===== config.mk =====
export PLATFORM = sky130hd
export DESIGN_NAME = odt_termination_control
export DESIGN_NICKNAME = d
export VERILOG_FILES = /design/src/rtl/odt_pkg.sv /design/src/rtl/odt_cfg_if.sv /design/src/rtl/odt_pin_sync.sv /design/src/rtl/odt_cfg_store.sv /design/src/rtl/odt_termination_control.sv
export VERILOG_INCLUDE_DIRS = /design/src /design/src/rtl
export SDC_FILE = /design/constraint.sdc
export NUM_CORES = 1
export LEC_CHECK = 0
export BUFFER_PORTS_ARGS = -buffer_cell sky130_fd_sc_hd__buf_2
export CORE_UTILIZATION = 40
export DETAILED_ROUTE_END_ITERATION = 7
export PLACE_DENSITY_LB_ADDON = 0.3
export SETUP_SLACK_MARGIN = 0.3
export SYNTH_ARGS = -nofsm -noshare
export SYNTH_HDL_FRONTEND = slang
export SYNTH_HIERARCHICAL = 1
export SYNTH_SLANG_ARGS = --single-unit

===== constraint.sdc =====
create_clock -name clk_i -period 3.8 [get_ports clk_i]
set_input_delay 0.57 -clock clk_i [delete_from_list [all_inputs] [get_ports clk_i]]
set_output_delay 0.57 -clock clk_i [all_outputs]
set_load 0.005 [all_outputs]

===== src/rtl/odt_params.svh =====
// offsets, reset values, command codes and counts for the termination controller
`ifndef ODT_PARAMS_SVH
`define ODT_PARAMS_SVH

`define ODT_ADR_CTRL 8'h00
`define ODT_ADR_STATUS 8'h04
`define ODT_ADR_CFG 8'h08

`define ODT_CTRL_EN_BIT 0
`define ODT_CTRL_RESET 1'b0

`define ODT_CMD_CONFIGURE 8'hE2
`define ODT_CMD_HARD_RESET 8'hFD
`define ODT_CMD_RESET_A 8'hFA
`define ODT_CMD_RESET_B 8'hFC
`define ODT_CMD_RESET_C 8'hFF

`define ODT_CFG_BYTES 3'h4
`define ODT_CFG_RESET 8'h00
`define ODT_SELF_RTT 3'h2

`define ODT_PIN_W 14
`define ODT_PIN_IDLE 14'h0039
`define ODT_PIN_CE_N 0
`define ODT_PIN_CLE 1
`define ODT_PIN_ALE 2
`define ODT_PIN_WE_N 3
`define ODT_PIN_RE_N 4
`define ODT_PIN_DQS 5
`define ODT_PIN_DQ 6+:8

`endif


===== src/rtl/odt_pkg.sv =====
// types and decode helpers for the termination controller
package odt_pkg;

    typedef logic [2:0] rtt_code_t;

    typedef enum logic [1:0] {
        LUN_SELF,
        LUN_IDLE,
        LUN_SELECTED,
        LUN_SNIFF
    } lun_state_t;

    // nibble code: 0 off, 1 150, 2 100, 3 75, 4 50 ohm; anything else off
    function automatic rtt_code_t rtt_decode(input logic [3:0] nib);
        rtt_decode = (nib <= 4'h4) ? nib[2:0] : 3'h0;
    endfunction

endpackage


===== src/rtl/odt_cfg_if.sv =====
// carrier between the controller and its configuration store
`timescale 1ns/10ps
`default_nettype none
interface odt_cfg_if;
    logic load;
    logic clear;
    logic [1:0] idx;
    logic [7:0] wbyte;
    logic [7:0] volume_mask_byte;
    logic [7:0] volume_mask_high_byte;
    logic [7:0] data_line_strength_byte;
    logic [7:0] read_enable_strength_byte;

    modport ctl (output load, clear, idx, wbyte,
                 input volume_mask_byte, volume_mask_high_byte,
                 data_line_strength_byte, read_enable_strength_byte);
    modport store (input load, clear, idx, wbyte,
                   output volume_mask_byte, volume_mask_high_byte,
                   data_line_strength_byte, read_enable_strength_byte);
endinterface
`default_nettype wire


===== src/rtl/odt_pin_sync.sv =====
// three-stage synchroniser with agreement filter for the bus pins
`timescale 1ns/10ps
`default_nettype none
`include "odt_params.svh"
module odt_pin_sync (
    input wire logic clk_i,
    input wire logic rst_i,
    input wire logic [`ODT_PIN_W-1:0] pin_i,
    output logic [`ODT_PIN_W-1:0] pin_o
);
    logic [`ODT_PIN_W-1:0] s1_r;
    logic [`ODT_PIN_W-1:0] s2_r;
    logic [`ODT_PIN_W-1:0] s3_r;

    always_ff @(posedge clk_i) begin
        if (rst_i) begin
            s1_r <= `ODT_PIN_IDLE;
            s2_r <= `ODT_PIN_IDLE;
            s3_r <= `ODT_PIN_IDLE;
        end else begin
            s1_r <= pin_i;
            s2_r <= s1_r;
            s3_r <= s2_r;
        end
    end

    // a bit moves only when stages two and three agree
    always_ff @(posedge clk_i) begin
        if (rst_i) begin
            pin_o <= `ODT_PIN_IDLE;
        end else begin
            pin_o <= (s2_r & s3_r) | (pin_o & (s2_r ^ s3_r));
        end
    end
endmodule // odt_pin_sync
`default_nettype wire


===== src/rtl/odt_cfg_store.sv =====
// per-LUN termination matrix bytes
`timescale 1ns/10ps
`default_nettype none
`include "odt_params.svh"
module odt_cfg_store (
    input wire logic clk_i,
    input wire logic rst_i,
    odt_cfg_if.store cfg
);
    logic [7:0] byte_r [4];

    always_ff @(posedge clk_i) begin
        if (rst_i || cfg.clear) begin
            for (int i = 0; i < 4; i++) begin
                byte_r[i] <= `ODT_CFG_RESET;
            end
        end else if (cfg.load) begin
            byte_r[cfg.idx] <= cfg.wbyte;
        end
    end

    assign cfg.volume_mask_byte = byte_r[0];
    assign cfg.volume_mask_high_byte = byte_r[1];
    assign cfg.data_line_strength_byte = byte_r[2];
    assign cfg.read_enable_strength_byte = byte_r[3];
endmodule // odt_cfg_store
`default_nettype wire


===== src/rtl/odt_termination_control.sv =====
// on-die termination control for one LUN of a flash target
// Overview of operation
// - in self mode only the executing LUN switches termination on.
// - configure command seen on the bus moves the target to matrix mode.
// - self mode terminates strobe and data lines during data input.
// - self mode terminates read enable during data output.
// - selected volume gives Selected, configured other volume Sniff, else idle.
// - a terminator serves its own selected volume or another selected volume.
// - executing and non-executing LUNs on selected volume may terminate.
// - Selected LUN uses internal burst state, not bus lines alone.
// - Sniff LUN watches ALE, CLE, DQS and read enable for on and off.
// - each LUN keeps separate output and input strengths.
// - mask 0Ch, strength 40h gives 50 ohm output for volumes 2, 3.
// - mask 01h, bytes 02h 03h: volume 0 input 100 ohm, RE 75.
// - masks 02h, 04h, 08h select volumes 1, 2, 3.
// - mask 03h, strength 40h gives 50 ohm output for volumes 0, 1.
// - all-zero configuration never terminates.
// - settings survive ordinary resets, cleared by hard reset for this LUN.
// - enable by feature alone gives self termination.
// - termination holds through a paused burst.
`timescale 1ns/10ps
`default_nettype none
`include "odt_params.svh"
module odt_termination_control (
    input wire logic clk_i,
    input wire logic rst_i,
    input wire logic [7:0] adr_i,
    input wire logic [31:0] dat_i,
    output logic [31:0] dat_o,
    input wire logic we_i,
    input wire logic [3:0] sel_i,
    input wire logic cyc_i,
    input wire logic stb_i,
    output logic ack_o,
    input wire logic ce_n_i,
    input wire logic cle_i,
    input wire logic ale_i,
    input wire logic we_n_i,
    input wire logic re_n_i,
    input wire logic dqs_i,
    input wire logic [7:0] dq_i,
    input wire logic lun_exec_i,
    input wire logic lun_addressed_i,
    input wire logic [3:0] own_vol_i,
    input wire logic [3:0] sel_vol_i,
    input wire logic data_in_burst_i,
    input wire logic data_out_burst_i,
    output logic dq_odt_en_o,
    output logic re_odt_en_o,
    output odt_pkg::rtt_code_t dq_rtt_o,
    output odt_pkg::rtt_code_t re_rtt_o
);
    import odt_pkg::*;

    logic [`ODT_PIN_W-1:0] pin;
    logic [`ODT_PIN_W-1:0] pin_prev_r;
    logic odt_en_r;
    logic matrix_r;
    logic [2:0] param_cnt_r;
    logic sniff_in_r;
    logic sniff_out_r;
    lun_state_t lun_state_r;
    lun_state_t lun_state_nxt;
    logic dq_on_nxt;
    logic re_on_nxt;
    rtt_code_t dq_code_nxt;
    rtt_code_t re_code_nxt;
    logic [15:0] vol_mask;
    rtt_code_t out_code;
    rtt_code_t in_code;
    rtt_code_t re_code;
    logic we_rise;
    logic dqs_rise;
    logic dqs_fall;
    logic re_fall;
    logic cmd_cycle;
    logic data_cycle;
    logic [7:0] cmd_byte;
    logic bus_hit;
    logic ack_r;

    odt_cfg_if cfg ();

    odt_pin_sync u_sync (
        .clk_i(clk_i),
        .rst_i(rst_i),
        .pin_i({dq_i, dqs_i, re_n_i, we_n_i, ale_i, cle_i, ce_n_i}),
        .pin_o(pin)
    );

    odt_cfg_store u_cfg (
        .clk_i(clk_i),
        .rst_i(rst_i),
        .cfg(cfg)
    );

    always_ff @(posedge clk_i) begin
        if (rst_i) begin
            pin_prev_r <= `ODT_PIN_IDLE;
        end else begin
            pin_prev_r <= pin;
        end
    end

    assign we_rise = pin[`ODT_PIN_WE_N] & ~pin_prev_r[`ODT_PIN_WE_N];
    assign dqs_rise = pin[`ODT_PIN_DQS] & ~pin_prev_r[`ODT_PIN_DQS];
    assign dqs_fall = ~pin[`ODT_PIN_DQS] & pin_prev_r[`ODT_PIN_DQS];
    assign re_fall = ~pin[`ODT_PIN_RE_N] & pin_prev_r[`ODT_PIN_RE_N];
    assign cmd_byte = pin[`ODT_PIN_DQ];
    assign cmd_cycle = we_rise & ~pin[`ODT_PIN_CE_N] & pin[`ODT_PIN_CLE]
                       & ~pin[`ODT_PIN_ALE] & pin[`ODT_PIN_RE_N];
    assign data_cycle = dqs_rise & ~pin[`ODT_PIN_CE_N] & ~pin[`ODT_PIN_CLE]
                        & ~pin[`ODT_PIN_ALE];

    // every LUN sees the configure command, so all of them leave self mode
    always_ff @(posedge clk_i) begin
        if (rst_i) begin
            matrix_r <= 1'b0;
        end else if (cmd_cycle && cmd_byte == `ODT_CMD_CONFIGURE) begin
            matrix_r <= 1'b1;
        end
    end

    // parameter bytes arrive on strobe edges after the command
    always_ff @(posedge clk_i) begin
        if (rst_i) begin
            param_cnt_r <= 3'h0;
        end else if (cmd_cycle) begin
            param_cnt_r <= (cmd_byte == `ODT_CMD_CONFIGURE) ? `ODT_CFG_BYTES : 3'h0;
        end else if (data_cycle && param_cnt_r != 3'h0) begin
            param_cnt_r <= param_cnt_r - 3'h1;
        end
    end

    always_comb begin
        cfg.load = data_cycle && param_cnt_r != 3'h0 && lun_addressed_i;
        cfg.idx = 2'(`ODT_CFG_BYTES - param_cnt_r);
        cfg.wbyte = cmd_byte;
        cfg.clear = 1'b0;
        if (cmd_cycle && lun_addressed_i) begin
            case (cmd_byte)
                `ODT_CMD_HARD_RESET: cfg.clear = 1'b1;
                `ODT_CMD_RESET_A,
                `ODT_CMD_RESET_B,
                `ODT_CMD_RESET_C: cfg.clear = 1'b0;
                default: cfg.clear = 1'b0;
            endcase
        end
    end

    assign vol_mask = {cfg.volume_mask_high_byte, cfg.volume_mask_byte};
    assign out_code = rtt_decode(cfg.data_line_strength_byte[7:4]);
    assign in_code = rtt_decode(cfg.data_line_strength_byte[3:0]);
    assign re_code = rtt_decode(cfg.read_enable_strength_byte[3:0]);

    // bus-only burst tracking for a LUN on an unselected volume;
    // a pause leaves the flags set, only command, address or deselect end them
    always_ff @(posedge clk_i) begin
        if (rst_i) begin
            sniff_in_r <= 1'b0;
            sniff_out_r <= 1'b0;
        end else if (pin[`ODT_PIN_CE_N] || pin[`ODT_PIN_CLE] || pin[`ODT_PIN_ALE]) begin
            sniff_in_r <= 1'b0;
            sniff_out_r <= 1'b0;
        end else begin
            if (dqs_fall && pin[`ODT_PIN_RE_N]) begin
                sniff_in_r <= 1'b1;
            end
            if (re_fall) begin
                sniff_out_r <= 1'b1;
            end
        end
    end

    always_comb begin
        if (!matrix_r) begin
            lun_state_nxt = LUN_SELF;
        end else if (sel_vol_i == own_vol_i) begin
            lun_state_nxt = LUN_SELECTED;
        end else if (vol_mask[sel_vol_i]) begin
            lun_state_nxt = LUN_SNIFF;
        end else begin
            lun_state_nxt = LUN_IDLE;
        end
    end

    always_ff @(posedge clk_i) begin
        if (rst_i) begin
            lun_state_r <= LUN_SELF;
        end else begin
            lun_state_r <= lun_state_nxt;
        end
    end

    always_comb begin
        dq_on_nxt = 1'b0;
        re_on_nxt = 1'b0;
        dq_code_nxt = 3'h0;
        re_code_nxt = 3'h0;
        case (lun_state_r)
            LUN_SELF: begin
                if (odt_en_r && lun_exec_i) begin
                    if (data_in_burst_i) begin
                        dq_on_nxt = 1'b1;
                        dq_code_nxt = `ODT_SELF_RTT;
                    end
                    if (data_out_burst_i) begin
                        re_on_nxt = 1'b1;
                        re_code_nxt = `ODT_SELF_RTT;
                    end
                end
            end
            LUN_SELECTED: begin
                // internal burst state drives this, not the pins
                if (vol_mask[own_vol_i]) begin
                    if (data_in_burst_i && in_code != 3'h0) begin
                        dq_on_nxt = 1'b1;
                        dq_code_nxt = in_code;
                    end else if (data_out_burst_i && !lun_exec_i && out_code != 3'h0) begin
                        dq_on_nxt = 1'b1;
                        dq_code_nxt = out_code;
                    end
                    if (data_out_burst_i && re_code != 3'h0) begin
                        re_on_nxt = 1'b1;
                        re_code_nxt = re_code;
                    end
                end
            end
            LUN_SNIFF: begin
                // non-target: mask bit for the selected volume already checked
                if (sniff_in_r && in_code != 3'h0) begin
                    dq_on_nxt = 1'b1;
                    dq_code_nxt = in_code;
                end else if (sniff_out_r && out_code != 3'h0) begin
                    dq_on_nxt = 1'b1;
                    dq_code_nxt = out_code;
                end
                if (sniff_out_r && re_code != 3'h0) begin
                    re_on_nxt = 1'b1;
                    re_code_nxt = re_code;
                end
            end
            default: begin
                dq_on_nxt = 1'b0;
                re_on_nxt = 1'b0;
            end
        endcase
    end

    // a paused burst keeps the burst inputs and sniff flags up, so this holds
    always_ff @(posedge clk_i) begin
        if (rst_i) begin
            dq_odt_en_o <= 1'b0;
            re_odt_en_o <= 1'b0;
            dq_rtt_o <= 3'h0;
            re_rtt_o <= 3'h0;
        end else begin
            dq_odt_en_o <= dq_on_nxt;
            re_odt_en_o <= re_on_nxt;
            dq_rtt_o <= dq_code_nxt;
            re_rtt_o <= re_code_nxt;
        end
    end

    // wishbone classic slave, one wait state
    assign bus_hit = cyc_i & stb_i & ~ack_r;

    always_ff @(posedge clk_i) begin
        if (rst_i) begin
            ack_r <= 1'b0;
        end else begin
            ack_r <= bus_hit;
        end
    end

    assign ack_o = ack_r;

    always_ff @(posedge clk_i) begin
        if (rst_i) begin
            odt_en_r <= `ODT_CTRL_RESET;
        end else if (bus_hit && we_i && sel_i[0] && adr_i == `ODT_ADR_CTRL) begin
            odt_en_r <= dat_i[`ODT_CTRL_EN_BIT];
        end
    end

    always_ff @(posedge clk_i) begin
        if (rst_i) begin
            dat_o <= 32'h0;
        end else if (bus_hit && !we_i) begin
            case (adr_i)
                `ODT_ADR_CTRL: dat_o <= {31'h0, odt_en_r};
                `ODT_ADR_STATUS: dat_o <= {21'h0, re_rtt_o, dq_rtt_o, re_odt_en_o,
                                          dq_odt_en_o, lun_state_r, matrix_r};
                `ODT_ADR_CFG: dat_o <= {cfg.read_enable_strength_byte, cfg.data_line_strength_byte,
                                       cfg.volume_mask_high_byte, cfg.volume_mask_byte};
                default: dat_o <= 32'h0;
            endcase
        end
    end
endmodule // odt_termination_control
`default_nettype wire


==> impl_metrics.py, run 1 <==
metrics = {
    "drt": {
        "met3_wirelength_um": 690,
        "post-route-drc-count": 0,
        "drt.antenna.violating_nets": 0,
        "vias_per_cell": 5.181,
        "route.vias.total": 4114,
        "routed_length_on_met2_um": 5686,
        "detail_route.first_pass.iterations": 5,
        "top_layer": "met4",
        "route.final.wire_length_um": 12030,
        "drt_iter0_markers": 246,
        "met1Wirelength_um": 5423,
        "wire_per_inst_um": 15.15,
    },
    "global_routing": {
        "globalRouteTotalUtil_pct": 17.06,
        "via_count_of_the_first_global_routing_pass": 3882,
        "grt_max_degree": 59,
        "global_route_wire_length_before_repair_um": 19200,
        "grt_antenna_before_repair": 0,
        "overflow": 0,
    },
    "logic_synthesis": {
        "postSynthAreaPerCell_sq_um": 10.94,
        "yosys_warnings": 6,
        "synthesis.instances": 527,
        "synth-edff-count": 32,
        "async_set_or_reset_flop_fraction_in_the_synthesized_netlist_pct": 0,
        "ys_types": 57,
        "postSynthNetCount": 618,
        "synth_seq_cells": 141,
        "mappedNetlistArea_sq_um": 5764,
        "seq_area_frac_synth_pct": 54.53,
        "ys_dominant_reg_cell": "sky130_fd_sc_hd__dfxtp_1",
    },
    "clocking": {
        "clk_path_buf_depth": 2,
        "postCtsHoldBufs": 0,
        "cts_post_setup_buffers_inserted": 0,
        "cts-htree-levels": 4,
        "clockRootBuffer": "sky130_fd_sc_hd__clkbuf_16",
        "clk_transition_reported_paths_ns": 0.06,
        "worst_skew_pair.late_latency_ns": 0.42,
        "clock-sinks": 141,
        "post_cts_resize_count": 0,
        "tritoncts": "done",
        "numCtsBuffers": 17,
    },
    "power": {
        "comb_power_share_pct": 4.2,
        "clock_power_share_pct": 47.6,
        "power.density_cell_area_nw_per_um2": 480.4,
        "seqPwrFrac_pct": 48.2,
        "worst_ir_drop_vdd_mv": 0.3870,
        "power.internal_uw": 2591,
        "net-switching-power_uw": 699.4,
        "static-leakage-power_uw": 0.002819,
        "netSwitchingFraction_pct": 21.26,
    },
    "run_status": {
        "status": "finished, final reports clean",
    },
    "setup_path": {
        "worstSetupStartpointType": "flip-flop",
        "path_max_fanout": 13,
        "worstPathArrival_ns": 3.09,
        "end_kind": "flip-flop",
        "criticalPathCategory": "flip-flop to flip-flop",
        "regToRegSetupSlack_ns": 0.74,
        "required_ns": 3.83,
    },
    "timing": {
        "worst-slew-pin-transition_ns": 1.021,
        "fmax_mhz": 326.7,
        "tns_ns": 0,
        "setup_viol": 0,
        "period_share_pct": 80.54,
        "slew_violations": 0,
        "max_transition_margin_pct": 31.21,
        "skew_ns": 0.009338,
        "timing_hold_violations_final": 0,
        "worst_slack_ns": 0.7394,
        "final.hold.worst_slack_ns": 0.3240,
        "setup_repair_after_global_routing_missed_its_margin": "no",
        "fin_crit_ns": 3.061,
    },
    "cells_and_area": {
        "nNetsFinal": 692,
        "num_antenna_cells": 0,
        "finalCoreUtilization_pct": 48.96,
        "layout_cell_share_with_drive_strength_beyond_1_pct": 23.62,
        "fillers": 1289,
        "area_growth_pct": 18.82,
        "finalInstanceArea_sq_um": 6849,
    },
    "floorplan": {
        "die_height_um": 122.0,
        "dieWidth_um": 122.0,
        "core.rowCount": 43,
        "floorplan.die_area_sq_um": 14900,
        "fp.coreArea_sq_um": 13990,
        "start_util_pct": 41.21,
        "io_pins": 116,
    },
    "placement": {
        "dp_worst_setup_slack_ns": 0.7278,
        "finalWeightedCongestion": 0.8240,
        "postPlaceCellArea_sq_um": 6274,
        "detailedPlacementHpwl_um": 8492,
        "number_of_i_o_port_buffers": 81,
    },
    "job": {
        "cap_viol_max_count": 0,
    },
    "hold_path": {
        "worstHoldPathType": "input pin to flip-flop",
    },
}
critical path, cell delays in order (launching register included):
cell                      delay, ns
sky130_fd_sc_hd__dfxtp_1       0.45
sky130_fd_sc_hd__inv_1         0.08
sky130_fd_sc_hd__ha_1          0.19
sky130_fd_sc_hd__ha_1          0.18
sky130_fd_sc_hd__nor4_2        0.44
sky130_fd_sc_hd__and2_1        0.42
sky130_fd_sc_hd__nand2_1       0.11
sky130_fd_sc_hd__o21ai_0       0.81
cells by family (layout without fill, tap and decap cells):
kind of cell    Yosys count  after routing  synth area share [%]
flops                   141            141                 54.53
xor+xnor                  6              6                0.9116
mux                      17             17                 4.797
compound gates           94             94                 11.48
simple gates            204            204                 20.84
buf+inv                  49            136                 3.972
fa+ha+maj                16             16                 3.473
metrics by stage:
step | total power [uW] | cells
floorplan | 1708 | 527
global placement | 1751 | 762
detailed placement | 1757 | 762
CTS | 3331 | 794
global route | 3409 | 794
finish | 3290 | 794
path summary, 6_finish.rpt:
kind | from | to | depth (start not counted)
worst max-delay path | param_cnt_r[0] | u_cfg/byte_r[3][3] | 7
worst min-delay path | ce_n_i | u_sync/s1_r[0] | 2
worst max register to register | param_cnt_r[0] | u_cfg/byte_r[3][3] | 7
worst min register to register | u_sync/s1_r[4] | u_sync/s2_r[4] | 1
synth_stat cells (all sizes together) (4+ instances only):
cell / count / area, sq um
dfxtp: 109 / 2182
or2: 17 / 106.4
mux2i: 7 / 70.07
nand2b: 8 / 50.05
a211o: 4 / 35.03
nor4b: 4 / 56.30
and3: 21 / 131.4
a21oi: 17 / 85.08
and2: 4 / 25.02
clkbuf: 16 / 60.06
nor3: 14 / 115.1
mux4: 7 / 172.7
a22o: 11 / 96.34
xnor2: 6 / 52.55
nor2: 61 / 229.0
nand3: 5 / 25.02
buf: 15 / 101.3
nor2b: 37 / 231.5
o21ai: 11 / 55.05
nor4: 5 / 43.79
a22oi: 34 / 255.2
nand2: 10 / 37.54
ha: 16 / 200.2
inv: 18 / 67.56
edfxtp: 32 / 960.9
cells in the final DEF (no fill, tap or decap), drive strengths merged, types with 6 or more instances in the layout:
cell type and instances:
mux4 7, dfxtp 109, a21oi 17, mux2i 7, or2 17, nand2 10
nand2b 8, buf 86, xnor2 6, clkbuf 24, nor2 61, a22oi 34
o21ai 11, nor2b 37, ha 16, and3 21, nor3 14, inv 20
a22o 11, edfxtp 32
state kept, by name, indices dropped and copies added (netlist names), 14 cells and up:
signal and count:
dat_o 32, u_cfg/byte_r 32, u_sync/pin_o 14, u_sync/s1_r 14, u_sync/s2_r 14, u_sync/s3_r 14
final cells by class:
cell class	instances	area, sq um	share of cell area [%]
flip-flops and latches	141	3143	45.89
well taps	180	225.2	3.288
clock buffers	24	524.3	7.654
clock inverters	8	51.30	0.7490
inverters	18	67.56	0.9865
repair buffers	86	445.4	6.503
multi-input cells	337	2392	34.93
layer usage:
layer	up-vias	global-route usage, %
met4	0	9.568
met3	17	3.699
met1	1909	21.34
met5	-	0
met2	140	27.22
li1	2048	-
power by group through the flow:
stage | Combinational [uW] | Clock (uW) | Sequential [uW]
floorplan | 99.7 | 0 | 1610
finish | 138 | 1570 | 1590
global route | 153 | 1670 | 1590
global placement | 134 | 0 | 1620
CTS | 140 | 1600 | 1590
detailed placement | 138 | 0 | 1620
No activity file was read; power rests on OpenSTA's default activity.
==> inputs of run 2 (changes only) <==
ABC_AREA = 1   (was unset)
clock period = 2.81 ns   (was 3.8 ns; I/O delays follow)
==> run 2 against run 1 <==
Clock skew fell by 0.00061 ns. Utilization fell by 1.0 points. Global-route usage rose by 0.29 points. Setup slack got worse by 0.15 ns.
==> impl_metrics.py, run 2 <==
metrics = {
    "floorplan": {
        "dieWidth_um": 124.5,
        "fp.coreArea_sq_um": 14590,
        "die_height_um": 124.5,
        "start_util_pct": 41.12,
        "floorplan.die_area_sq_um": 15490,
        "io_pins": 116,
        "core.rowCount": 44,
    },
    "drt": {
        "route.vias.total": 4727,
        "route.final.wire_length_um": 12550,
        "drt_iter0_markers": 250,
        "vias_per_cell": 4.746,
        "wire_per_inst_um": 12.60,
        "drt.antenna.violating_nets": 0,
        "detail_route.first_pass.iterations": 5,
        "post-route-drc-count": 0,
    },
    "setup_path": {
        "reg2reg_from": "param_cnt_r[0]",
        "critical_path.startpoint": "param_cnt_r[0]",
        "path_max_fanout": 8,
        "worstReg2RegEnd": "u_cfg/byte_r[0][1]",
        "critical-path-slowest-cell": "sky130_fd_sc_hd__dfxtp_1",
        "worstSetupStartpointType": "flip-flop",
        "worstPathArrival_ns": 2.31,
        "cp_slowest_stage_delay_ns": 0.42,
        "regToRegSetupSlack_ns": 0.59,
        "worst_path_bufs_invs": 1,
        "cp_cell_sequence": "inv_1 > ha_1 > ha_1 > nor3_1 > nand2_1 > nor2_2 > nand4_2 > nand2_1",
        "required_ns": 2.90,
        "criticalPathCategory": "flip-flop to flip-flop",
        "crit_family": "simple AND/OR/NAND/NOR gates",
        "reg2regPathDepth": 8,
        "end_kind": "flip-flop",
    },
    "timing": {
        "period_share_pct": 79.07,
        "slew_violations": 0,
        "fmax_mhz": 450.1,
        "setup_viol": 0,
        "setup_repair_after_global_routing_missed_its_margin": "no",
        "timing_hold_violations_final": 0,
        "worst-slew-pin-transition_ns": 0.9155,
        "worst_slack_ns": 0.5882,
        "max_transition_margin_pct": 38.90,
        "fin_crit_ns": 2.222,
        "skew_ns": 0.008727,
        "tns_ns": 0,
    },
    "logic_synthesis": {
        "synthesis.instances": 723,
        "yosys.area.top_type": "sky130_fd_sc_hd__dfxtp_1",
        "synth.cells.most_frequent": "137 x sky130_fd_sc_hd__nand2_1, 109 x sky130_fd_sc_hd__dfxtp_1, 103 x sky130_fd_sc_hd__inv_1",
        "ranking_of_synthesized_cells_by_area": "sky130_fd_sc_hd__dfxtp_1 36%, sky130_fd_sc_hd__edfxtp_1 16%, sky130_fd_sc_hd__nand2_1 8.6%, sky130_fd_sc_hd__inv_1 6.4%, sky130_fd_sc_hd__nor2_1 5.4%",
        "synth_seq_cells": 141,
        "mappedNetlistArea_sq_um": 6000,
        "seq_area_frac_synth_pct": 52.39,
        "yosys.cell_count.top_type": "sky130_fd_sc_hd__nand2_1",
        "fraction_of_post_synthesis_cell_area_in_the_top_cell_type_by_area_pct": 36.37,
        "async_set_or_reset_flop_fraction_in_the_synthesized_netlist_pct": 0,
        "postSynthAreaPerCell_sq_um": 8.298,
        "yosys_warnings": 6,
        "ys_dominant_reg_cell": "sky130_fd_sc_hd__dfxtp_1",
        "synth-edff-count": 32,
        "postSynthNetCount": 814,
        "ys_types": 39,
    },
    "cells_and_area": {
        "layout_cell_share_with_drive_strength_beyond_1_pct": 17.24,
        "finalCoreUtilization_pct": 47.96,
        "area_growth_pct": 16.62,
        "layout_top_registers": "dat_o x32, u_cfg/byte_r x32",
        "nNetsFinal": 894,
        "fillers": 1428,
        "num_antenna_cells": 0,
        "layout_commonest_cell": "sky130_fd_sc_hd__nand2_1",
        "layout.cells.most_common_list": "137 x sky130_fd_sc_hd__nand2_1, 109 x sky130_fd_sc_hd__dfxtp_1, 103 x sky130_fd_sc_hd__inv_1",
    },
    "hold_path": {
        "worstHoldPathType": "input pin to flip-flop",
        "timing.hold.worst.start": "ce_n_i",
        "min_delay_worst_endpoint": "u_sync/s1_r[0]",
        "number_of_instances_on_the_worst_hold_path": 2,
    },
    "global_routing": {
        "grt_antenna_before_repair": 0,
        "globalRouteTotalUtil_pct": 17.36,
        "global_route_wire_length_before_repair_um": 21200,
        "grt_max_degree": 65,
        "overflow": 0,
        "via_count_of_the_first_global_routing_pass": 4331,
    },
    "power": {
        "static-leakage-power_uw": 0.002980,
        "clock_power_share_pct": 44.9,
        "comb_power_share_pct": 4.8,
        "worst_ir_drop_vdd_mv": 0.4427,
        "power.density_cell_area_nw_per_um2": 608.1,
        "netSwitchingFraction_pct": 21.58,
        "seqPwrFrac_pct": 50.4,
        "power.internal_uw": 3337,
        "net-switching-power_uw": 918.2,
    },
    "clocking": {
        "numCtsBuffers": 17,
        "clockRootBuffer": "sky130_fd_sc_hd__clkbuf_16",
        "clock-sinks": 141,
        "cts-htree-levels": 4,
        "clk_path_buf_depth": 2,
        "clk_transition_reported_paths_ns": 0.05,
        "tritoncts": "done",
        "worst_skew_pair.late_latency_ns": 0.42,
    },
    "placement": {
        "number_of_i_o_port_buffers": 81,
        "detailedPlacementHpwl_um": 9166,
        "finalWeightedCongestion": 0.9445,
        "dp_worst_setup_slack_ns": 0.4578,
    },
    "job": {
        "cap_viol_max_count": 0,
    },
    "run_status": {
        "status": "finished, final reports clean",
    },
}
## run 2: cell types whose count changed after synthesis, sizes merged, moves of 7 or more
cell / delta
and3: -21
a21oi: +45
mux4: -7
nand2b: -8
inv: +87
nand3: +59
clkbuf: -7
nor2b: -37
mux2i: -7
nand4: +11
nand2: +129
nor2: +28
a22o: -11
a22oi: -34
## run 2: layout make-up
cell class | count | area (sq um) | share of cell area [%]
clock buffer | 25 | 475.5 | 6.795
sequential | 141 | 3143 | 44.92
multi-input combinational | 451 | 2283 | 32.64
timing repair buffer | 86 | 445.4 | 6.366
clock inverter | 3 | 16.27 | 0.2325
tap | 184 | 230.2 | 3.290
inverter | 106 | 402.9 | 5.758
## run 2: through the flow
step / power [uW] / instances / hold slack [ns] / area (sq um)
detailed placement: 2388 / 968 / 0.3886 / 6502
CTS: 4303 / 996 / 0.1590 / 6994
finish: 4255 / 996 / 0.1761 / 6997
floorplan: 2322 / 723 / 0.3832 / 6000
global placement: 2386 / 968 / 0.3867 / 6502
global route: 4432 / 996 / 0.1692 / 6997
## run 2: timing repair
action | 4_1_cts | 5_1_grt
setup buffers | 0 | 0
hold buffers | 0 | 0
setup endpoints to repair | 0 | 32
resized for setup | 0 | 1
## run 2: kinds of logic after synthesis
group	Yosys count	synth area share, %
and+or+nand+nor	344	25.86
adders and majority gates	16	3.337
buffers and inverters	131	9.593
xor gates and xnor gates	3	0.4380
DFF	141	52.39
AOI/OAI and AO/OA	88	8.384
## run 2: layer usage
metal | vias up | global-route usage [%] | routed length [um]
met3 | 14 | 5.112 | 615
met5 | - | 0 | 0
met4 | 0 | 6.733 | 185
met2 | 121 | 27.66 | 5733
met1 | 2110 | 22.05 | 6011
li1 | 2482 | - | -
## run 2: worst max path at each step
stage	to	slack, ns	depth (start not counted)
2_1_floorplan	u_cfg/byte_r[0][0]	0.57	8
3_3_place_gp	u_cfg/byte_r[2][7]	0.49	8
3_5_place_dp	u_cfg/byte_r[0][1]	0.46	8
4_1_cts	u_cfg/byte_r[0][1]	0.44	8
5_1_grt	u_cfg/byte_r[2][6]	0.38	8
6_report	u_cfg/byte_r[0][1]	0.59	8
## run 2: power groups by stage
stage                     Combinational (uW)  Clock, uW  Sequential [uW]
after global placement                   201          0             2180
after floorplan                          147          0             2170
final                                    203       1910             2140
after detailed placement                 203          0             2190
after global routing                     232       2050             2150
after CTS                                205       1960             2140
==> inputs of run 3 (changes only) <==
ABC_AREA = 0   (was 1)
clock period = 2.1 ns   (was 2.81 ns; I/O delays follow)
==> run 3 against run 2 <==
Hold slack got worse by 0.11 ns. Design area grew 5.0%. Die area is 3.9% lower. First-iteration DRC count down 6.8%. Sequential cell count unchanged. Setup slack worse by 0.35 ns. Power grew 45%. Highest routed layer unchanged.
==> impl_metrics.py, run 3 (same netlist as run 1, synthesis figures left out) <==
metrics = {
    "run_status": {
        "status": "finished, final reports clean",
    },
    "cells_and_area": {
        "layout_top_registers": "dat_o x32, u_cfg/byte_r x32",
        "area_growth_pct": 27.41,
        "finalInstanceArea_sq_um": 7345,
        "layout.cells.most_common_list": "104 x sky130_fd_sc_hd__dfxtp_1, 80 x sky130_fd_sc_hd__buf_2, 58 x sky130_fd_sc_hd__nor2_1",
        "nNetsFinal": 726,
        "layout_cell_share_with_drive_strength_beyond_1_pct": 32.72,
        "num_antenna_cells": 0,
        "stdcell_count": 828,
        "layout_commonest_cell": "sky130_fd_sc_hd__dfxtp_1",
    },
    "hold_path": {
        "number_of_instances_on_the_worst_hold_path": 2,
        "worstHoldPathType": "input pin to flip-flop",
        "min_delay_worst_endpoint": "u_sync/s1_r[3]",
        "timing.hold.worst.start": "we_n_i",
    },
    "global_routing": {
        "globalRouteTotalUtil_pct": 18.61,
        "via_count_of_the_first_global_routing_pass": 4130,
        "overflow": 0,
        "global_route_wire_length_before_repair_um": 20750,
        "grt_antenna_before_repair": 0,
        "grt_max_degree": 74,
    },
    "clocking": {
        "tritoncts": "done",
        "cts-htree-levels": 4,
        "worst_skew_pair.late_latency_ns": 0.42,
        "clockRootBuffer": "sky130_fd_sc_hd__clkbuf_16",
        "numCtsBuffers": 17,
        "clk_transition_reported_paths_ns": 0.06,
        "clk_path_buf_depth": 2,
        "clock-sinks": 141,
    },
    "drt": {
        "drt_iter0_markers": 233,
        "wire_per_inst_um": 15.80,
        "post-route-drc-count": 0,
        "route.final.wire_length_um": 13090,
        "detail_route.first_pass.iterations": 5,
        "route.vias.total": 4271,
        "vias_per_cell": 5.158,
        "drt.antenna.violating_nets": 0,
    },
    "timing": {
        "fin_crit_ns": 1.861,
        "setup_repair_after_global_routing_missed_its_margin": "yes",
        "worst-slew-pin-transition_ns": 0.6935,
        "skew_ns": 0.006958,
        "max_transition_margin_pct": 53.67,
        "setup_viol": 0,
        "tns_ns": 0,
        "fmax_mhz": 537.4,
        "slew_violations": 0,
        "timing_hold_violations_final": 0,
        "period_share_pct": 88.60,
    },
    "floorplan": {
        "floorplan.die_area_sq_um": 14900,
        "die_height_um": 122.0,
        "dieWidth_um": 122.0,
        "io_pins": 116,
        "start_util_pct": 41.21,
        "fp.coreArea_sq_um": 13990,
        "core.rowCount": 43,
    },
    "placement": {
        "postPlaceCellArea_sq_um": 6509,
        "number_of_i_o_port_buffers": 81,
        "place_inst": 779,
        "finalWeightedCongestion": 0.8171,
        "detailedPlacementHpwl_um": 9234,
    },
    "setup_path": {
        "reg2reg_from": "param_cnt_r[1]",
        "path_max_fanout": 8,
        "reg2regPathDepth": 7,
        "required_ns": 2.19,
        "criticalPathCategory": "flip-flop to flip-flop",
        "worstSetupStartpointType": "flip-flop",
        "regToRegSetupSlack_ns": 0.24,
        "end_kind": "flip-flop",
        "worstPathArrival_ns": 1.95,
        "worstReg2RegEnd": "u_cfg/byte_r[0][3]",
    },
    "power": {
        "power.density_cell_area_nw_per_um2": 837.5,
        "worst_ir_drop_vdd_mv": 0.6120,
        "static-leakage-power_uw": 0.003077,
    },
    "job": {
        "cap_viol_max_count": 0,
    },
}
run 3: worst max-delay path: stages, from the launching register on:
cell and delay [ns]:
sky130_fd_sc_hd__dfxtp_2 0.33, sky130_fd_sc_hd__inv_2 0.04, sky130_fd_sc_hd__ha_4 0.16, sky130_fd_sc_hd__ha_4 0.15
sky130_fd_sc_hd__nor4_4 0.22, sky130_fd_sc_hd__and2_4 0.25, sky130_fd_sc_hd__nand2b_4 0.09, sky130_fd_sc_hd__o21ai_4 0.27
run 3: final cells by class:
cell class	instances	area (sq um)
multi-input combinational	338	2590
clock buffer	22	506.7
sequential	141	3152
clock inverter	10	97.59
inverter	18	67.56
fill	1244	6644
tap	180	225.2
timing repair buffer	119	705.7
run 3: worst max-delay path by stage:
stage	to	start	cells after the start	slack [ns]
floorplan	u_cfg/byte_r[2][0]	u_sync/pin_o[1]	6	0.12
global placement	u_cfg/byte_r[3][4]	u_sync/pin_o[4]	6	0.09
detailed placement	u_cfg/byte_r[3][5]	u_sync/pin_o[4]	6	0.04
CTS	u_cfg/byte_r[0][3]	param_cnt_r[0]	7	0.23
global route	u_cfg/byte_r[1][0]	pin_prev_r[3]	8	0.12
finish	u_cfg/byte_r[0][3]	param_cnt_r[1]	7	0.24
run 3: through the flow:
stage	util (%)	hold WS, ns	setup slack (ns)	total power [uW]
global placement	46.53	0.3874	0.08761	3181
global route	52.50	0.05214	0.1168	6390
CTS	51.40	0.05013	0.2333	6201
floorplan	-	0.3832	0.1209	3097
detailed placement	46.53	0.3899	0.03750	3190
finish	52.50	0.06967	0.2393	6151
run 3: repair_timing:
item                                    in CTS  in global routing
pin swaps                                    7                 10
endpoints found under the setup margin      63                 71
setup buffers                                3                 13
cloned                                       0                  1
hold buffers                                 0                  0
resized for setup                           14                 13
run 3: layer usage:
metal	GRT usage [%]	vias up	wire, um
li1	-	2108	-
met1	22.02	2038	5784
met2	30.93	111	6518
met3	5.665	14	647
met4	8.333	0	136
met5	0	-	0
run 3: power breakdown:
group | leakage [uW] | total [uW] | switching [uW] | internal, uW
registers | 0.00122 | 2860 | 33.8 | 2830
logic | 0.00156 | 291 | 157 | 133
clock network | 0.000298 | 3000 | 1150 | 1850
